===== src/design/adcc_defs.vh =====
// register map, field positions and timing constants of the converter control block
// assumes an 8-bit register file behind a classic wishbone slave, word aligned
`ifndef ADCC_DEFS_VH
`define ADCC_DEFS_VH

// ----------------------------------------
// register byte addresses (word aligned)
// ----------------------------------------
`define ADCC_OFS_CHSEL 4'h0
`define ADCC_OFS_CSA 4'h4
`define ADCC_OFS_CSB 4'h8
`define ADCC_OFS_RESL 4'hC
`define ADCC_OFS_RESH 4'h0
`define ADCC_PAGE_RESH 1'b1

// ----------------------------------------
// field positions
// ----------------------------------------
`define ADCC_CSA_EN 7
`define ADCC_CSA_START 6
`define ADCC_CSA_AUTO 5
`define ADCC_CSA_DONE 4
`define ADCC_CSA_IE 3
`define ADCC_CSB_HSM 7
`define ADCC_CSB_AMPREQ 4
`define ADCC_CHSEL_LEFT 5

// ----------------------------------------
// codes and counts
// ----------------------------------------
`define ADCC_CH_RESERVED 4'h0D
`define ADCC_TS_FREE 4'h0
`define ADCC_TS_PSC0 4'h8
`define ADCC_TS_PSC2 4'hA
`define ADCC_TS_LAST 4'hC
`define ADCC_CONV_CYCLES 5'h0D
`define ADCC_INIT_CYCLES 5'h0C
`define ADCC_RESET_8 8'h00

`endif


===== src/design/adcc_top.v =====
// converter control: channel select, control/status a and b, prescaler, result registers
// assumes a wishbone classic master on CLK_SYS and an analog core that returns a 10-bit sample
//
// Function
// - channel codes 0-10 single, 11 amplified_channel_zero, 12 amplified_channel_one, 14 bandgap, 15 ground, 13 reserved.
// - channel field changes during a conversion apply only once it completes.
// - enable bit; clearing it mid-conversion disables only after that conversion.
// - writing one to start begins a conversion; hardware clears it; zero ignored.
// - first conversion after enable also runs the initialisation sequence.
// - auto-trigger bit selects triggered mode using the trigger source field.
// - done flag set when conversion ends; result registers updated there unless held after a low byte read.
// - done flag cleared by interrupt vector acknowledge or writing one.
// - interrupt enable bit gates the end-of-conversion interrupt request.
// - prescaler codes 0,1 divide by 2, doubling each code up to 128.
// - high-speed mode bit in control register b, for converter clock above 200KHz.
// - amplified start request bit; hardware clears it on start, software may clear.
// - trigger source field used only in auto mode; codes 13-15 reserved.
// - auto mode starts on the rising edge of the selected source flag.
// - power-stage async triggers start on each event when previous conversion done.
// - after low byte read, results held until high byte read.
// - right or left adjusted 10-bit result layout, unused bits zero.
// - alignment bit changes result layout immediately, even mid-conversion.
// - normal conversion takes 13 converter clocks from next prescaled edge.
`timescale 1ns/1ps
`include "adcc_defs.vh"

module adcc_top #(
  parameter RES_W = 10
) (
  // clock and reset
  input wire CLK_SYS,
  input wire RESET,
  // wishbone classic slave
  input wire WB_CYC_I,
  input wire WB_STB_I,
  input wire WB_WE_I,
  input wire [4:0] WB_ADR_I,
  input wire [3:0] WB_SEL_I,
  input wire [31:0] WB_DAT_I,
  output reg [31:0] WB_DAT_O,
  output reg WB_ACK_O,
  // analog core
  output reg [3:0] CHANNEL_SELECT,
  output reg CONV_ACTIVE,
  output reg CONV_SAMPLE,
  output wire CONV_CLK_EN,
  output reg HIGH_SPEED_MODE,
  input wire [RES_W-1:0] CONV_RESULT,
  // trigger sources, bit n = trigger code n, from other clock domains
  input wire [12:0] TRIGGER_SRC,
  // interrupt handshake with the cpu
  output wire CONV_DONE_IRQ,
  input wire IRQ_VECTOR_ACK
);

  // ----------------------------------------
  // state and registers
  // ----------------------------------------
  localparam ST_IDLE = 3'b001;
  localparam ST_WAIT = 3'b010;
  localparam ST_CONV = 3'b100;

  // conversion sequencer
  reg [2:0] state_ff;
  reg [2:0] nxt_state;
  reg need_init_ff;
  reg [4:0] cyc_ff;
  reg [6:0] pre_ff;
  // channel selection register fields
  reg [3:0] chsel_ff;
  reg left_ff;
  // control/status a fields
  reg en_ff;
  reg start_ff;
  reg auto_ff;
  reg done_ff;
  reg ie_ff;
  reg [2:0] psel_ff;
  // control/status b fields
  reg hsm_ff;
  reg ampreq_ff;
  reg [3:0] tsel_ff;
  // result and its read lock
  reg [RES_W-1:0] res_ff;
  reg lock_ff;
  // trigger synchroniser and edge history
  reg [12:0] trg_s1_ff;
  reg [12:0] trg_s2_ff;
  reg [12:0] trg_s3_ff;

  wire acc = WB_CYC_I & WB_STB_I & ~WB_ACK_O;
  wire wr = acc & WB_WE_I & WB_SEL_I[0];
  wire rd = acc & ~WB_WE_I;
  wire [4:0] adr = WB_ADR_I;
  wire sel_ch = (adr == {1'b0, `ADCC_OFS_CHSEL});
  wire sel_a = (adr == {1'b0, `ADCC_OFS_CSA});
  wire sel_b = (adr == {1'b0, `ADCC_OFS_CSB});
  wire sel_l = (adr == {1'b0, `ADCC_OFS_RESL});
  wire sel_h = (adr == {`ADCC_PAGE_RESH, `ADCC_OFS_RESH});
  wire [7:0] wd = WB_DAT_I[7:0];

  // enable as seen by the prescaler: a running conversion still finishes
  // after software clears the enable bit
  wire en_eff = en_ff | (state_ff != ST_IDLE);

  // ----------------------------------------
  // prescaler: divisor 2^max(code,1)
  // ----------------------------------------
  function [6:0] pre_mask;
    input [2:0] code;
    begin
      if (code == 3'h0)
        pre_mask = 7'h01;
      else
        pre_mask = (7'h7F >> (3'h7 - code));
    end
  endfunction

  wire pre_tick = ((pre_ff & pre_mask(psel_ff)) == pre_mask(psel_ff));
  assign CONV_CLK_EN = pre_tick & en_eff;

  // ----------------------------------------
  // result layout
  // ----------------------------------------
  // alignment is applied on read, so flipping it reshapes a held result at once
  function [7:0] res_low;
    input [RES_W-1:0] r;
    input left;
    begin
      if (left)
        res_low = {r[1:0], 6'h00};
      else
        res_low = r[7:0];
    end
  endfunction

  function [7:0] res_high;
    input [RES_W-1:0] r;
    input left;
    begin
      if (left)
        res_high = r[9:2];
      else
        res_high = {6'h00, r[9:8]};
    end
  endfunction

  // ----------------------------------------
  // trigger synchroniser
  // ----------------------------------------
  // sources come from other clock domains; logic reads only the later stages
  always @(posedge CLK_SYS)
  begin
    if (RESET)
    begin
      trg_s1_ff <= 13'h0000;
      trg_s2_ff <= 13'h0000;
      trg_s3_ff <= 13'h0000;
    end
    else
    begin
      trg_s1_ff <= TRIGGER_SRC;
      trg_s2_ff <= trg_s1_ff;
      trg_s3_ff <= trg_s2_ff;
    end
  end

  // ----------------------------------------
  // trigger edge detection after two flops
  // ----------------------------------------
  wire [12:0] trg_rise = trg_s2_ff & ~trg_s3_ff;
  wire ts_valid = (tsel_ff <= `ADCC_TS_LAST) && (tsel_ff != `ADCC_TS_FREE);
  wire ts_async = (tsel_ff >= `ADCC_TS_PSC0) && (tsel_ff <= `ADCC_TS_PSC2);
  // async events gated to converter idle here; flag edges also start only from idle, via the sequencer and start bit
  wire trig_hit = auto_ff & ts_valid & trg_rise[tsel_ff] & (~ts_async | (state_ff == ST_IDLE));
  wire free_hit = auto_ff & (tsel_ff == `ADCC_TS_FREE) & (state_ff == ST_IDLE) & done_ff;
  wire finish = (state_ff == ST_CONV) & CONV_CLK_EN & (cyc_ff == 5'h01);
  wire wr_start = wr & sel_a & wd[`ADCC_CSA_START];
  wire wr_amp = wr & sel_b & wd[`ADCC_CSB_AMPREQ];

  // ----------------------------------------
  // conversion sequencer
  // ----------------------------------------
  always @*
  begin
    nxt_state = state_ff;
    case (state_ff)
      ST_IDLE:
        if (en_ff & (start_ff | ampreq_ff | trig_hit | free_hit))
          nxt_state = ST_WAIT;
      ST_WAIT:
        if (CONV_CLK_EN)
          nxt_state = ST_CONV;
      ST_CONV:
        if (finish)
          nxt_state = ST_IDLE;
      default:
        nxt_state = ST_IDLE;
    endcase
  end

  always @(posedge CLK_SYS)
  begin
    if (RESET)
    begin
      state_ff <= ST_IDLE;
      chsel_ff <= 4'h0;
      left_ff <= 1'b0;
      en_ff <= 1'b0;
      start_ff <= 1'b0;
      auto_ff <= 1'b0;
      done_ff <= 1'b0;
      ie_ff <= 1'b0;
      psel_ff <= 3'h0;
      hsm_ff <= 1'b0;
      ampreq_ff <= 1'b0;
      tsel_ff <= 4'h0;
      res_ff <= {RES_W{1'b0}};
      need_init_ff <= 1'b1;
      pre_ff <= 7'h00;
      cyc_ff <= 5'h00;
      CHANNEL_SELECT <= 4'h0;
      CONV_ACTIVE <= 1'b0;
      CONV_SAMPLE <= 1'b0;
      HIGH_SPEED_MODE <= 1'b0;
    end
    else
    begin
      state_ff <= nxt_state;
      pre_ff <= (en_eff && state_ff != ST_IDLE) ? pre_ff + 7'h01 : 7'h00;
      HIGH_SPEED_MODE <= hsm_ff;
      CONV_SAMPLE <= 1'b0;
      // register writes
      if (wr & sel_ch)
      begin
        chsel_ff <= wd[3:0];
        left_ff <= wd[`ADCC_CHSEL_LEFT];
      end
      if (wr & sel_a)
      begin
        en_ff <= wd[`ADCC_CSA_EN];
        auto_ff <= wd[`ADCC_CSA_AUTO];
        ie_ff <= wd[`ADCC_CSA_IE];
        psel_ff <= wd[2:0];
      end
      if (wr & sel_b)
      begin
        hsm_ff <= wd[`ADCC_CSB_HSM];
        tsel_ff <= wd[3:0];
      end
      if (wr & sel_a & ~wd[`ADCC_CSA_EN] & (state_ff == ST_IDLE))
        need_init_ff <= 1'b1;
      // start bit: writing zero is ignored, hardware clears at finish
      if (finish)
        start_ff <= 1'b0;
      else if (wr_start)
        start_ff <= 1'b1;
      else if ((trig_hit | free_hit) & en_ff & (state_ff == ST_IDLE))
        start_ff <= 1'b1;
      // amplified request: set by software, cleared on start or by writing zero
      if (wr_amp)
        ampreq_ff <= 1'b1;
      else if (wr & sel_b)
        ampreq_ff <= 1'b0;
      else if (state_ff == ST_WAIT && CONV_CLK_EN)
        ampreq_ff <= 1'b0;
      // start of a conversion, channel latched here
      if (state_ff == ST_WAIT && CONV_CLK_EN)
      begin
        CHANNEL_SELECT <= chsel_ff;
        CONV_ACTIVE <= 1'b1;
        cyc_ff <= need_init_ff ? (`ADCC_CONV_CYCLES + `ADCC_INIT_CYCLES) : `ADCC_CONV_CYCLES;
        need_init_ff <= 1'b0;
      end
      else if (state_ff == ST_CONV && CONV_CLK_EN)
        cyc_ff <= cyc_ff - 5'h01;
      // idle channel follows the register so the mux settles early
      if (state_ff == ST_IDLE)
        CHANNEL_SELECT <= chsel_ff;
      // done flag: set wins over clear
      if (finish)
      begin
        CONV_ACTIVE <= 1'b0;
        CONV_SAMPLE <= 1'b1;
        done_ff <= 1'b1;
        if (~lock_ff)
          res_ff <= CONV_RESULT;
      end
      else if (IRQ_VECTOR_ACK | (wr & sel_a & wd[`ADCC_CSA_DONE]))
        done_ff <= 1'b0;
      // disable after the running conversion ends
      if (~en_ff & (state_ff == ST_IDLE))
        need_init_ff <= 1'b1;
    end
  end

  // ----------------------------------------
  // result read lock
  // ----------------------------------------
  // a low-byte read freezes the result so the high byte still belongs to it
  always @(posedge CLK_SYS)
  begin
    if (RESET)
      lock_ff <= 1'b0;
    else if (rd & sel_l)
      lock_ff <= 1'b1;
    else if (rd & sel_h)
      lock_ff <= 1'b0;
  end

  // ----------------------------------------
  // bus answer
  // ----------------------------------------
  // ack and data one cycle after the request is taken; data is zero otherwise
  always @(posedge CLK_SYS)
  begin
    if (RESET)
    begin
      WB_ACK_O <= 1'b0;
      WB_DAT_O <= 32'h0000_0000;
    end
    else
    begin
      WB_ACK_O <= acc;
      WB_DAT_O <= 32'h0000_0000;
      if (rd)
      begin
        if (sel_ch)
          WB_DAT_O[7:0] <= {2'b00, left_ff, 1'b0, chsel_ff};
        else if (sel_a)
          WB_DAT_O[7:0] <= {en_ff, start_ff, auto_ff, done_ff, ie_ff, psel_ff};
        else if (sel_b)
          WB_DAT_O[7:0] <= {hsm_ff, 2'b00, ampreq_ff, tsel_ff};
        else if (sel_l)
          WB_DAT_O[7:0] <= res_low(res_ff, left_ff);
        else if (sel_h)
          WB_DAT_O[7:0] <= res_high(res_ff, left_ff);
      end
    end
  end

  // ----------------------------------------
  // interrupt request
  // ----------------------------------------
  assign CONV_DONE_IRQ = done_ff & ie_ff;

endmodule // adcc_top

===== config.mk =====
export PLATFORM = sky130hd
export DESIGN_NAME = adcc_top
export DESIGN_NICKNAME = d
export VERILOG_FILES = /design/src/design/adcc_top.v
export VERILOG_INCLUDE_DIRS = /design/src /design/src/design
export SDC_FILE = /design/constraint.sdc
export NUM_CORES = 1
export LEC_CHECK = 0
export ABC_AREA = 1
export BUFFER_PORTS_ARGS = -buffer_cell sky130_fd_sc_hd__buf_2
export CAP_MARGIN = 25
export CORE_UTILIZATION = 53
export CTS_CLUSTER_SIZE = 28
export DETAILED_ROUTE_END_ITERATION = 12
export PLACE_DENSITY = 0.77
export SKIP_CTS_REPAIR_TIMING = 1
export SYNTH_ARGS = -nofsm -noshare
export SYNTH_HDL_FRONTEND = slang
export SYNTH_SLANG_ARGS = --single-unit
export TNS_END_PERCENT = 1

===== constraint.sdc =====
create_clock -name CLK_SYS -period 1.9 [get_ports CLK_SYS]
set_input_delay 0.19 -clock CLK_SYS [delete_from_list [all_inputs] [get_ports CLK_SYS]]
set_output_delay 0.19 -clock CLK_SYS [all_outputs]
set_load 0.005 [all_outputs]

==> results.rst, run 1 <==
.. list-table::
   :header-rows: 1

   * - Metric
     - Value
   * - R2r setup slk
     - 210 ps
   * - Min-Delay Path Depth
     - 3
   * - Share of the clock period used by the worst path after layout
     - 88.7%
   * - Number of antenna violations at the first check in global routing
     - 0
   * - Total wirelength of the detailed-routed design
     - 8.86 mm
   * - Cts bufs inserted
     - 9
   * - Library cell contributing the largest single delay on the critical path
     - sky130_fd_sc_hd__dfxtp_1
   * - I/O Pins
     - 112
   * - Share of synthesized flip-flops with an asynchronous set or reset
     - 0%
   * - Count of port buffers added during placement
     - 60
   * - Synth cell types
     - 46
   * - Pre-CTS setup slack
     - 155 ps
   * - Hold Violations, Final
     - 0
   * - Placeable core area
     - 0.00822 mm²
   * - Storage element area
     - 0.00202 mm²
   * - Instance area at placement
     - 0.00479 mm²
   * - CTS Buffer Depth
     - 2
   * - Arrival @ worst endpoint
     - 1990 ps
   * - Final critical-path required period
     - 1690 ps
   * - Fraction of the yosys area taken by sequential cells
     - 44.8%
   * - Worst voltage drop across the vdd grid
     - 439 µV
   * - Final Cell Area
     - 0.00498 mm²
   * - Max-cap viol count
     - 0
   * - Number of warnings printed during yosys synthesis
     - 0
   * - Die span in x
     - 94.3 µm
   * - CP cell instances
     - inv_1 > nand2_1 > nand2_1 > nor2_2 > nand3_2 > inv_2 > nand2_4 > nor2_8 > nand3_2 > a21oi_2
   * - Post-synth top flop
     - sky130_fd_sc_hd__dfxtp_1
   * - Average footprint of a synthesized cell
     - 7.52 µm²
   * - Effective utilization at floorplan
     - 54.9%
   * - Number of enable flip-flop cells after synthesis
     - 0
   * - Tot GR Track Use
     - 21.4%
   * - Data required time at the worst endpoint
     - 2200 ps
   * - Reported leakage power
     - 2.24 nW
   * - Clock tree from TritonCTS
     - yes
   * - Post-route setup slack
     - 214 ps
   * - TritonRoute pass-1 iters
     - 4
   * - Wire length of the first global-routing pass
     - 14.9 mm
   * - Multi-input gate area in the final layout
     - 0.00187 mm²
   * - Routability cong.
     - 0.948
   * - Setup tns final
     - 0 ps
   * - Max Fanout on Critical Path
     - 10
   * - Vias in the first global route
     - 3458
   * - Crit-path max cell delay
     - 380 ps
   * - Clock Sinks
     - 101
   * - Final worst clock skew
     - 20.1 ps
   * - Filler cell count in the final layout
     - 747
   * - Placed Instances
     - 753
   * - Cell Count, Final, Fillers Out
     - 770
   * - Setup repair after global routing missed its margin
     - no
   * - Met3 demand-to-capacity share in global routing
     - 4.05%
   * - Setup crit end kind
     - flop
   * - Run status
     - finished, final reports clean
   * - Detailed Place HPWL
     - 6.58 mm
   * - Maximum clock rate
     - 593 MHz
   * - Root buffer selected by CTS
     - sky130_fd_sc_hd__clkbuf_8
   * - Overall overflow remaining after global route
     - 0
   * - Layer carrying the most global-route usage
     - met2
   * - HP Class
     - in2reg
   * - Global routing met2 resource utilization
     - 36.9%
   * - Final setup violation count
     - 0
   * - Number of storage elements in the synthesis netlist
     - 101
   * - Iter 0 DRT Violations
     - 157
   * - Clock latency at the later pin of the worst-skew pair
     - 360 ps
   * - Number of antenna-violating nets in the routed design
     - 0
   * - Via/cell ratio
     - 4.83
   * - Total power per unit cell area
     - 718 mW/mm²
   * - WL per Instance
     - 11.5 µm
   * - Synthesis-to-finish area growth
     - 10.4%
   * - Synth Instances
     - 600
   * - Number of rows created at floorplan
     - 33
   * - Final-stage net count
     - 733
   * - Total Die Area
     - 0.00889 mm²
   * - Mapped cell area
     - 0.00451 mm²
   * - R2R depth
     - 10
   * - Antenna diodes
     - 0
   * - Die height
     - 94.3 µm
   * - Via count
     - 3717
   * - Maximum level of the CTS H-tree
     - 3
   * - Largest net degree at the start of global routing
     - 39
   * - DRC
     - 0
   * - Clock slew at the register clock pins of the worst setup and hold paths
     - 110 ps
   * - Global-route met1 utilization
     - 25.1%
   * - Layout cells sized above 1
     - 20.8%
   * - Worst Setup Path Type
     - reg2reg
   * - Top library cells by usage in the layout, fill and taps aside
     - sky130_fd_sc_hd__dfxtp_1 (101), sky130_fd_sc_hd__inv_1 (101), sky130_fd_sc_hd__nor2_1 (95), sky130_fd_sc_hd__nand2_1 (76), sky130_fd_sc_hd__buf_2 (60)
   * - Max Transition Viols Final
     - 0
   * - Setup crit start kind
     - flop
## per-layer routing
layer	wire length (µm)	up-vias
li1	-	1931
met1	3850	1643
met2	4270	122
met3	473	21
met4	267	0
met5	0	-
## sequential cells by signal, indices dropped and copies added, names as in the netlist, 3 cells and up
name,count
chsel_ff,4
CHANNEL_SELECT,4
cyc_ff,5
psel_ff,3
state_ff,3
pre_ff,7
res_ff,10
trg_s2_ff,13
tsel_ff,4
WB_DAT_O,8
trg_s3_ff,13
trg_s1_ff,13
## worst paths after layout
path                  start            to
max               pre_ff[1]     res_ff[9]
min          TRIGGER_SRC[4]  trg_s1_ff[4]
max reg2reg       pre_ff[1]     res_ff[9]
min reg2reg    trg_s1_ff[5]  trg_s2_ff[5]
## kinds of logic after synthesis
| family | synth area share, % |
|---|---|
| AOI/OAI and AO/OA | 14.1 |
| xor gates and xnor gates | 0.582 |
| other | 0.0831 |
| adders and majority gates | 0.832 |
| and+or+nand+nor | 23.8 |
| DFF | 44.8 |
| buffers and inverters | 15.9 |
## cell usage after synthesis, types with 3 or more instances
master,number,share of area (%)
sky130_fd_sc_hd__a21oi_1,37,4.1
sky130_fd_sc_hd__a21oi_2,11,2.1
sky130_fd_sc_hd__buf_1,3,0.25
sky130_fd_sc_hd__buf_2,3,0.33
sky130_fd_sc_hd__buf_4,24,4.0
sky130_fd_sc_hd__buf_6,3,0.75
sky130_fd_sc_hd__clkbuf_1,5,0.42
sky130_fd_sc_hd__dfxtp_1,101,45
sky130_fd_sc_hd__ha_1,3,0.83
sky130_fd_sc_hd__inv_1,101,8.4
sky130_fd_sc_hd__inv_2,16,1.3
sky130_fd_sc_hd__nand2_1,76,6.3
sky130_fd_sc_hd__nand3_1,22,2.4
sky130_fd_sc_hd__nand3_2,4,0.89
sky130_fd_sc_hd__nand3b_1,3,0.50
sky130_fd_sc_hd__nor2_1,95,7.9
sky130_fd_sc_hd__nor2_2,8,1.1
sky130_fd_sc_hd__nor2_4,3,0.75
sky130_fd_sc_hd__nor3_1,8,0.89
sky130_fd_sc_hd__o211ai_1,3,0.50
sky130_fd_sc_hd__o21ai_0,24,2.7
sky130_fd_sc_hd__o21ai_1,8,0.89
sky130_fd_sc_hd__o21ai_2,10,1.9
sky130_fd_sc_hd__xor2_1,3,0.58
## power breakdown
part | internal [mW] | switching, mW
registers | 2.15 | 0.0107
clock network | 0.521 | 0.713
logic | 0.0688 | 0.116
## critical path, delay by kind of cell (launching register included)
kind	cells	cell delay, ps
AOI/OAI and AO/OA	1	250
and+or+nand+nor	7	860
DFF	1	380
buffers and inverters	2	130
## stage by stage
stage	hold WS, ps	utilization, %	power (mW)
CTS	16.5	60.5	3.61
floorplan	297	-	2.35
global placement	389	58.4	2.39
finish	33.9	60.7	3.58
detailed placement	393	58.4	2.39
global route	22.3	60.7	3.73
## cell type report
class,count,area share [%]
sequential,101,40.6
multi-input combinational,367,37.6
inverter,118,9.16
timing repair buffer,63,6.48
clock buffer,12,2.91
tap,105,2.64
clock inverter,4,0.678
(Power assumes the default switching activity.)
==> run 2: changes to the inputs <==
- ABC_AREA: 1 -> 0
- CORE_UTILIZATION: 53 -> 38
- PLACE_DENSITY: 0.77 -> 0.59
==> run 2 against run 1 <==
Net effect:
- the run now ends with negative setup slack left
- utilization fell by 13 points
- clock power rose by 57%
- sequential power about the same
- fmax shrank 14%
- synthesized cell count is 22% lower
- non-clock buffer count up 28
- sequential share of layout area is 1.8 points lower
- sequential cell count unchanged
- hold slack improved by 2.8 ps
- area after synthesis shrank 5.0%
- die area is 32% higher
- highest routed layer unchanged
==> results.rst, run 2 <==
.. list-table::
   :header-rows: 1

   * - Metric
     - Value
   * - Die height
     - 108 µm (+15%)
   * - Max-cap viol count
     - 0 (unchanged)
   * - Antenna diodes
     - 0 (unchanged)
   * - Worst Setup Path Type
     - reg2reg
   * - Synthesis-to-finish area growth
     - 21.9%
   * - Overall overflow remaining after global route
     - 0 (unchanged)
   * - Terminus of the critical flop-to-flop path
     - state_ff[0]
   * - Final critical-path required period
     - 1970 ps (+281 ps)
   * - Violations in the final reports
     - negative setup slack
   * - Setup repair after global routing missed its margin
     - yes
   * - I/O Pins
     - 112 (unchanged)
   * - HP Class
     - in2reg
   * - Min-Delay Path Depth
     - 2 (-1)
   * - Synth Instances
     - 467 (-22%)
   * - Clock latency at the later pin of the worst-skew pair
     - 350 ps (about the same)
   * - Number of warnings printed during yosys synthesis
     - 0 (unchanged)
   * - Fin Hold WS
     - 36.7 ps (+2.80 ps)
   * - DRC
     - 0 (unchanged)
   * - Setup crit end kind
     - flop
   * - Share of synthesized flip-flops with an asynchronous set or reset
     - 0% (unchanged)
   * - Final core utilization
     - 47.8% (-13 points)
   * - Share of the clock period used by the worst path after layout
     - 104% (+15 points)
   * - WL per Instance
     - 13.5 µm (+18%)
   * - Reported leakage power
     - 2.00 nW (-10%)
   * - Data required time at the worst endpoint
     - 2140 ps (-60 ps)
   * - Number of antenna-violating nets in the routed design
     - 0 (unchanged)
   * - Effective utilization at floorplan
     - 39.2% (-16 points)
   * - Slew @ Worst Pin
     - 576 ps
   * - Max Fanout on Critical Path
     - 5 (-5)
   * - Total wirelength of the detailed-routed design
     - 9.36 mm (+5.6%)
   * - R2r setup slk
     - -70 ps (-280 ps)
   * - Number of antenna violations at the first check in global routing
     - 0 (unchanged)
   * - Clock tree from TritonCTS
     - yes
   * - Vias in the first global route
     - 3093 (-11%)
   * - Iter 0 DRT Violations
     - 206 (+31%)
   * - Number of rows created at floorplan
     - 38 (+15%)
   * - Total power per unit cell area
     - 814 mW/mm² (+13%)
   * - Average footprint of a synthesized cell
     - 9.18 µm² (+22%)
   * - Setup crit start kind
     - flop
   * - Arrival @ worst endpoint
     - 2210 ps (+220 ps)
   * - CTS Buffer Depth
     - 2 (unchanged)
   * - Routability cong.
     - 0.871 (-8.1%)
   * - Setup tns final
     - -190 ps (-190 ps)
   * - Synth cell types
     - 62 (+35%)
   * - Share of Yosys cell area claimed by the top area cell type
     - 47.2% (+2.4 points)
   * - Worst voltage drop across the vdd grid
     - 525 µV (+19%)
   * - Final worst clock skew
     - 12.2 ps (-7.95 ps)
   * - Library cell contributing the largest single delay on the critical path
     - sky130_fd_sc_hd__or3b_2
   * - Startpoint of the most critical register-to-register path
     - tsel_ff[1]
   * - Number of storage elements in the synthesis netlist
     - 101 (unchanged)
   * - Via/cell ratio
     - 4.97 (+3.0%)
   * - Cell accounting for the most synthesized area
     - sky130_fd_sc_hd__dfxtp_1
   * - Final setup violation count
     - 4 (+4)
   * - Detailed Place HPWL
     - 6.88 mm (+4.6%)
   * - Post-synth top flop
     - sky130_fd_sc_hd__dfxtp_1
   * - Leading cell type in the layout, fill and taps excluded
     - sky130_fd_sc_hd__dfxtp_1
   * - Number of buffers and inverters on the critical path
     - 1 (-1)
   * - Root buffer selected by CTS
     - sky130_fd_sc_hd__clkbuf_16
   * - R2R depth
     - 7 (-3)
   * - Mapped cell area
     - 0.00429 mm² (-5.0%)
   * - Total Die Area
     - 0.0117 mm² (+32%)
   * - Tot GR Track Use
     - 16.7% (-4.7 points)
   * - Crit. path cell count
     - 7 (-3)
   * - Largest net degree at the start of global routing
     - 30 (-23%)
   * - Cell seen most often among critical-path stages
     - sky130_fd_sc_hd__a2111oi_2
   * - Maximum clock rate
     - 508 MHz (-14%)
   * - Layout cells sized above 1
     - 25.4% (+4.7 points)
   * - Hold Violations, Final
     - 0 (unchanged)
   * - Post-route setup slack
     - -67.4 ps (-281 ps)
   * - CP cell instances
     - or3b_2 > a21oi_2 > a2111oi_2 > a2111oi_2 > buf_4 > nor2_1 > a311o_1
   * - TritonRoute pass-1 iters
     - 5 (+1)
   * - Via count
     - 3437 (-7.5%)
   * - Top library cells by usage in the layout, fill and taps aside
     - sky130_fd_sc_hd__dfxtp_1 (98), sky130_fd_sc_hd__buf_2 (60), sky130_fd_sc_hd__nor2_1 (55), sky130_fd_sc_hd__nor2b_1 (49), sky130_fd_sc_hd__a21oi_1 (33)
   * - Crit-path max cell delay
     - 470 ps (+90 ps)
   * - Most used standard cell by instance count after synthesis
     - sky130_fd_sc_hd__dfxtp_1
   * - Die span in x
     - 108 µm (+15%)
   * - CP top delay family
     - compound AO/OA/AOI/OAI gates
   * - Final-stage net count
     - 619 (-16%)
   * - Max Transition Viols Final
     - 0 (unchanged)
   * - Clock slew at the register clock pins of the worst setup and hold paths
     - 80 ps (-30 ps)
   * - Most used standard cells in the synthesized netlist
     - sky130_fd_sc_hd__dfxtp_1 (101), sky130_fd_sc_hd__nor2_1 (55), sky130_fd_sc_hd__nor2b_1 (49)
   * - Launch instance of the worst min-delay path
     - TRIGGER_SRC[7]
   * - Placeable core area
     - 0.0109 mm² (+33%)
   * - Fraction of the yosys area taken by sequential cells
     - 47.2% (+2.4 points)
   * - Worst-case hold path end point
     - trg_s1_ff[7]
   * - Cts bufs inserted
     - 9 (unchanged)
   * - Count of port buffers added during placement
     - 60 (unchanged)
   * - Run status
     - finished with violations
   * - Number of enable flip-flop cells after synthesis
     - 0 (unchanged)
   * - Maximum level of the CTS H-tree
     - 3 (unchanged)
   * - Relative slew slack
     - 61.5%
   * - Clock Sinks
     - 101 (unchanged)
   * - Largest cells by area after synthesis
     - sky130_fd_sc_hd__dfxtp_1 (47%), sky130_fd_sc_hd__nor2b_1 (7.2%), sky130_fd_sc_hd__nor2_1 (4.8%)
   * - Largest registers
     - trg_s1_ff (13), trg_s2_ff (13), trg_s3_ff (13)
   * - Wire length of the first global-routing pass
     - 15.1 mm (+1.2%)
[run 2: power by group]
| part | total (mW) | internal, mW | switching [mW] | leakage [nW] |
|---|---|---|---|---|
| Sequential | 2.16 | 2.15 | 0.00975 | 0.822 |
| Clock | 1.93 | 0.974 | 0.953 | 0.157 |
| Combinational | 0.168 | 0.0765 | 0.0916 | 1.02 |
[run 2: how the worst max path moves through the flow]
stage	from	endpoint	slack, ps
finish	tsel_ff[1]	state_ff[0]	-70
global route	tsel_ff[1]	state_ff[0]	-190
CTS	tsel_ff[1]	state_ff[0]	-140
detailed placement	tsel_ff[1]	state_ff[0]	-110
global placement	tsel_ff[1]	state_ff[0]	-90
floorplan	tsel_ff[1]	state_ff[0]	60
[run 2: metrics by stage]
stage	setup slack (ps)	total power, mW	std cells	cell area [µm²]
after floorplan	60.0	2.33	490	4370
after global placement	-87.6	2.37	675	4820
after detailed placement	-109	2.38	675	4820
after CTS	-141	4.30	691	5150
after global routing	-188	4.42	691	5230
final	-67.4	4.25	691	5230
[run 2: routing by layer]
metal | track usage [%] | part of all wire (%) | up-vias
met1 | 22.3 | 48 | 1604
met4 | 7.44 | 2.0 | 0
met3 | 2.59 | 4.5 | 12
li1 | - | - | 1730
met2 | 26.5 | 45 | 91
met5 | 0 | 0 | -
[run 2: logic make-up (layout without fill, tap and decap cells)]
logic type / count (synthesis) / after routing / share of synthesized area (%)
compound gates: 88 / 88 / 14.9
flops: 101 / 101 / 47.2
other cells: 1 / 24 / 0.0875
buf+inv: 59 / 120 / 7.41
xor+xnor: 5 / 5 / 1.02
mux: 21 / 21 / 5.20
simple gates: 188 / 188 / 23.1
fa+ha+maj: 4 / 4 / 1.11
[run 2: layout make-up]
type	instances	area (µm²)
Inverter	13	48.8
Timing Repair Buffer	91	546
Fill cell	1073	5710
Clock buffer	9	225
Multi-Input combinational cell	330	2110
Sequential cell	101	2030
Tap cell	140	175
Clock inverter	7	98.8
==> run 3: changes to the inputs <==
- ABC_AREA: 0 -> 1
- PLACE_DENSITY: 0.59 -> 0.58
- clock period: 1.9 -> 2.1 ns (I/O delays scaled with it)
==> run 3 against run 2 <==
Net effect:
- the flow finishes with violations (design-rule violations)
- clock-buffer cell count grew 1
- critical path type unchanged
- combinational power is 4% higher
- setup slack gained 390 ps
- cell area fell by 1.4%
- cell count increased by 17%
- sequential share of layout area grew 0.47 points
- critical endpoint is now res_ff[9]
==> results.rst, run 3 (same netlist as run 1, synthesis figures left out) <==
.. list-table::
   :header-rows: 1

   * - Metric
     - Value
   * - Final critical-path required period
     - 1780 ps (-191 ps)
   * - HP Class
     - in2reg
   * - Cts bufs inserted
     - 9 (unchanged)
   * - Worst Setup Path Type
     - reg2reg
   * - I/O Pins
     - 112 (unchanged)
   * - Vias in the first global route
     - 3477 (+12%)
   * - Run status
     - finished with violations
   * - Maximum level of the CTS H-tree
     - 3 (unchanged)
   * - Setup tns final
     - 0 ps (+190 ps)
   * - Final worst clock skew
     - 7.34 ps (-4.83 ps)
   * - Antenna diodes
     - 0 (unchanged)
   * - Met3 demand-to-capacity share in global routing
     - 3.77% (+1.2 points)
   * - Number of antenna-violating nets in the routed design
     - 0 (unchanged)
   * - Max Transition Viols Final
     - 0 (unchanged)
   * - TritonRoute pass-1 iters
     - 9 (+4)
   * - Placeable core area
     - 0.0115 mm² (+5.3%)
   * - Via/cell ratio
     - 4.52 (-9.1%)
   * - Root buffer selected by CTS
     - sky130_fd_sc_hd__clkbuf_16
   * - Overall overflow remaining after global route
     - 0 (unchanged)
   * - Worst voltage drop across the vdd grid
     - 427 µV (-19%)
   * - Max-cap viol count
     - 0 (unchanged)
   * - Final setup violation count
     - 0 (-4)
   * - Synthesis-to-finish area growth
     - 14.2%
   * - Largest registers
     - trg_s1_ff (13), trg_s2_ff (13), trg_s3_ff (13)
   * - Tot GR Track Use
     - 16.0% (-0.70 points)
   * - Wire length of the first global-routing pass
     - 15.9 mm (+5.2%)
   * - Data required time at the worst endpoint
     - 2320 ps (+180 ps)
   * - Reported leakage power
     - 2.30 nW (+15%)
   * - Clock Sinks
     - 101 (unchanged)
   * - Total power per unit cell area
     - 729 mW/mm² (-10%)
   * - Total wirelength of the detailed-routed design
     - 9.25 mm (-1.2%)
   * - Effective utilization at floorplan
     - 39.2% (about the same)
   * - Clock slew at the register clock pins of the worst setup and hold paths
     - 70 ps (about the same)
   * - Fin Hold WS
     - 68.6 ps (+31.9 ps)
   * - Layout cells sized above 1
     - 20.9% (-4.5 points)
   * - Global routing met2 resource utilization
     - 26.9% (+0.35 points)
   * - Maximum clock rate
     - 563 MHz (+11%)
   * - Layer carrying the most global-route usage
     - met2
   * - Number of rows created at floorplan
     - 39 (+2.6%)
   * - Number of antenna violations at the first check in global routing
     - 0 (unchanged)
   * - Clock latency at the later pin of the worst-skew pair
     - 340 ps (about the same)
   * - Global-route met1 utilization
     - 19.6% (-2.7 points)
   * - Clock tree from TritonCTS
     - yes
   * - Final Power
     - 3.76 mW (-12%)
   * - Arrival @ worst endpoint
     - 1990 ps (-220 ps)
   * - Slew @ Worst Pin
     - 668 ps (+92.2 ps)
   * - Share of the clock period used by the worst path after layout
     - 84.6% (-19 points)
   * - Largest net degree at the start of global routing
     - 36 (+20%)
   * - Routability cong.
     - 0.857 (-1.6%)
   * - Setup repair after global routing missed its margin
     - no
   * - Via count
     - 3653 (+6.3%)
   * - Final-stage net count
     - 733 (+18%)
   * - DRC
     - 20 (+20)
   * - Iter 0 DRT Violations
     - 189 (-8.3%)
   * - Hold Violations, Final
     - 0 (unchanged)
   * - Max Fanout on Critical Path
     - 20 (+15)
   * - Total Die Area
     - 0.0123 mm² (+5.2%)
   * - Setup crit end kind
     - flop
   * - CTS Buffer Depth
     - 2 (unchanged)
   * - Relative slew slack
     - 55.4% (-6.1 points)
   * - Top library cells by usage in the layout, fill and taps aside
     - sky130_fd_sc_hd__dfxtp_1 (101), sky130_fd_sc_hd__inv_1 (101), sky130_fd_sc_hd__nor2_1 (95), sky130_fd_sc_hd__nand2_1 (76), sky130_fd_sc_hd__buf_2 (60)
   * - Die height
     - 111 µm (+2.6%)
   * - Violations in the final reports
     - design-rule violations
   * - Detailed Place HPWL
     - 6.98 mm (+1.3%)
   * - Die span in x
     - 111 µm (+2.6%)
   * - Placed Instances
     - 792 (+17%)
   * - Setup crit start kind
     - flop
   * - Count of port buffers added during placement
     - 60 (unchanged)
   * - Cell Count, Final, Fillers Out
     - 808 (+17%)
   * - WL per Instance
     - 11.4 µm (-16%)
[run 3: critical path, stage by stage (launching register included)]
cell and delay (ps):
sky130_fd_sc_hd__dfxtp_1 370, sky130_fd_sc_hd__inv_1 50, sky130_fd_sc_hd__nand2_1 50, sky130_fd_sc_hd__nand2_1 60
sky130_fd_sc_hd__nor2_2 110, sky130_fd_sc_hd__nand3_2 100, sky130_fd_sc_hd__inv_2 80, sky130_fd_sc_hd__nand2_4 60
sky130_fd_sc_hd__nor2_8 130, sky130_fd_sc_hd__nand3_4 310, sky130_fd_sc_hd__o21ai_2 270, sky130_fd_sc_hd__a21oi_2 50
[run 3: final timing paths]
kind / startpoint / endpoint / slack (ps) / cells after the start
worst max-delay path: pre_ff[1] / res_ff[9] / 320 / 11
worst max register to register: pre_ff[1] / res_ff[9] / 320 / 11
worst min register to register: trg_s1_ff[11] / trg_s2_ff[11] / 400 / 2
worst min-delay path: TRIGGER_SRC[4] / trg_s1_ff[4] / 70 / 3
[run 3: layer usage]
metal / up-vias / wire, µm
li1: 1930 / -
met1: 1605 / 4160
met2: 99 / 4360
met3: 19 / 506
met4: 0 / 223
met5: - / 0
[run 3: final cells by class]
cell class                 count  area [µm²]
clock buffer                  10         229
inverter                     118         457
clock inverter                 6        63.8
tap                          143         179
timing repair buffer          64         343
sequential                   101        2020
multi-input combinational    366        1860
fill                        1180        6360
[run 3: where the power goes]
group,switching (mW),total [mW],leakage (nW),internal (mW)
clock network,0.705,1.63,0.138,0.922
logic,0.109,0.175,1.34,0.0660
registers,0.00990,1.96,0.820,1.95
[run 3: stage by stage]
stage / instance area (µm²) / setup WS (ps) / utilization [%]
after floorplan: 4600 / 683 / -
after global placement: 4860 / 368 / 42.2
after detailed placement: 4860 / 322 / 42.2
after CTS: 5150 / 299 / 44.8
after global routing: 5150 / 170 / 44.8
final: 5150 / 324 / 44.8
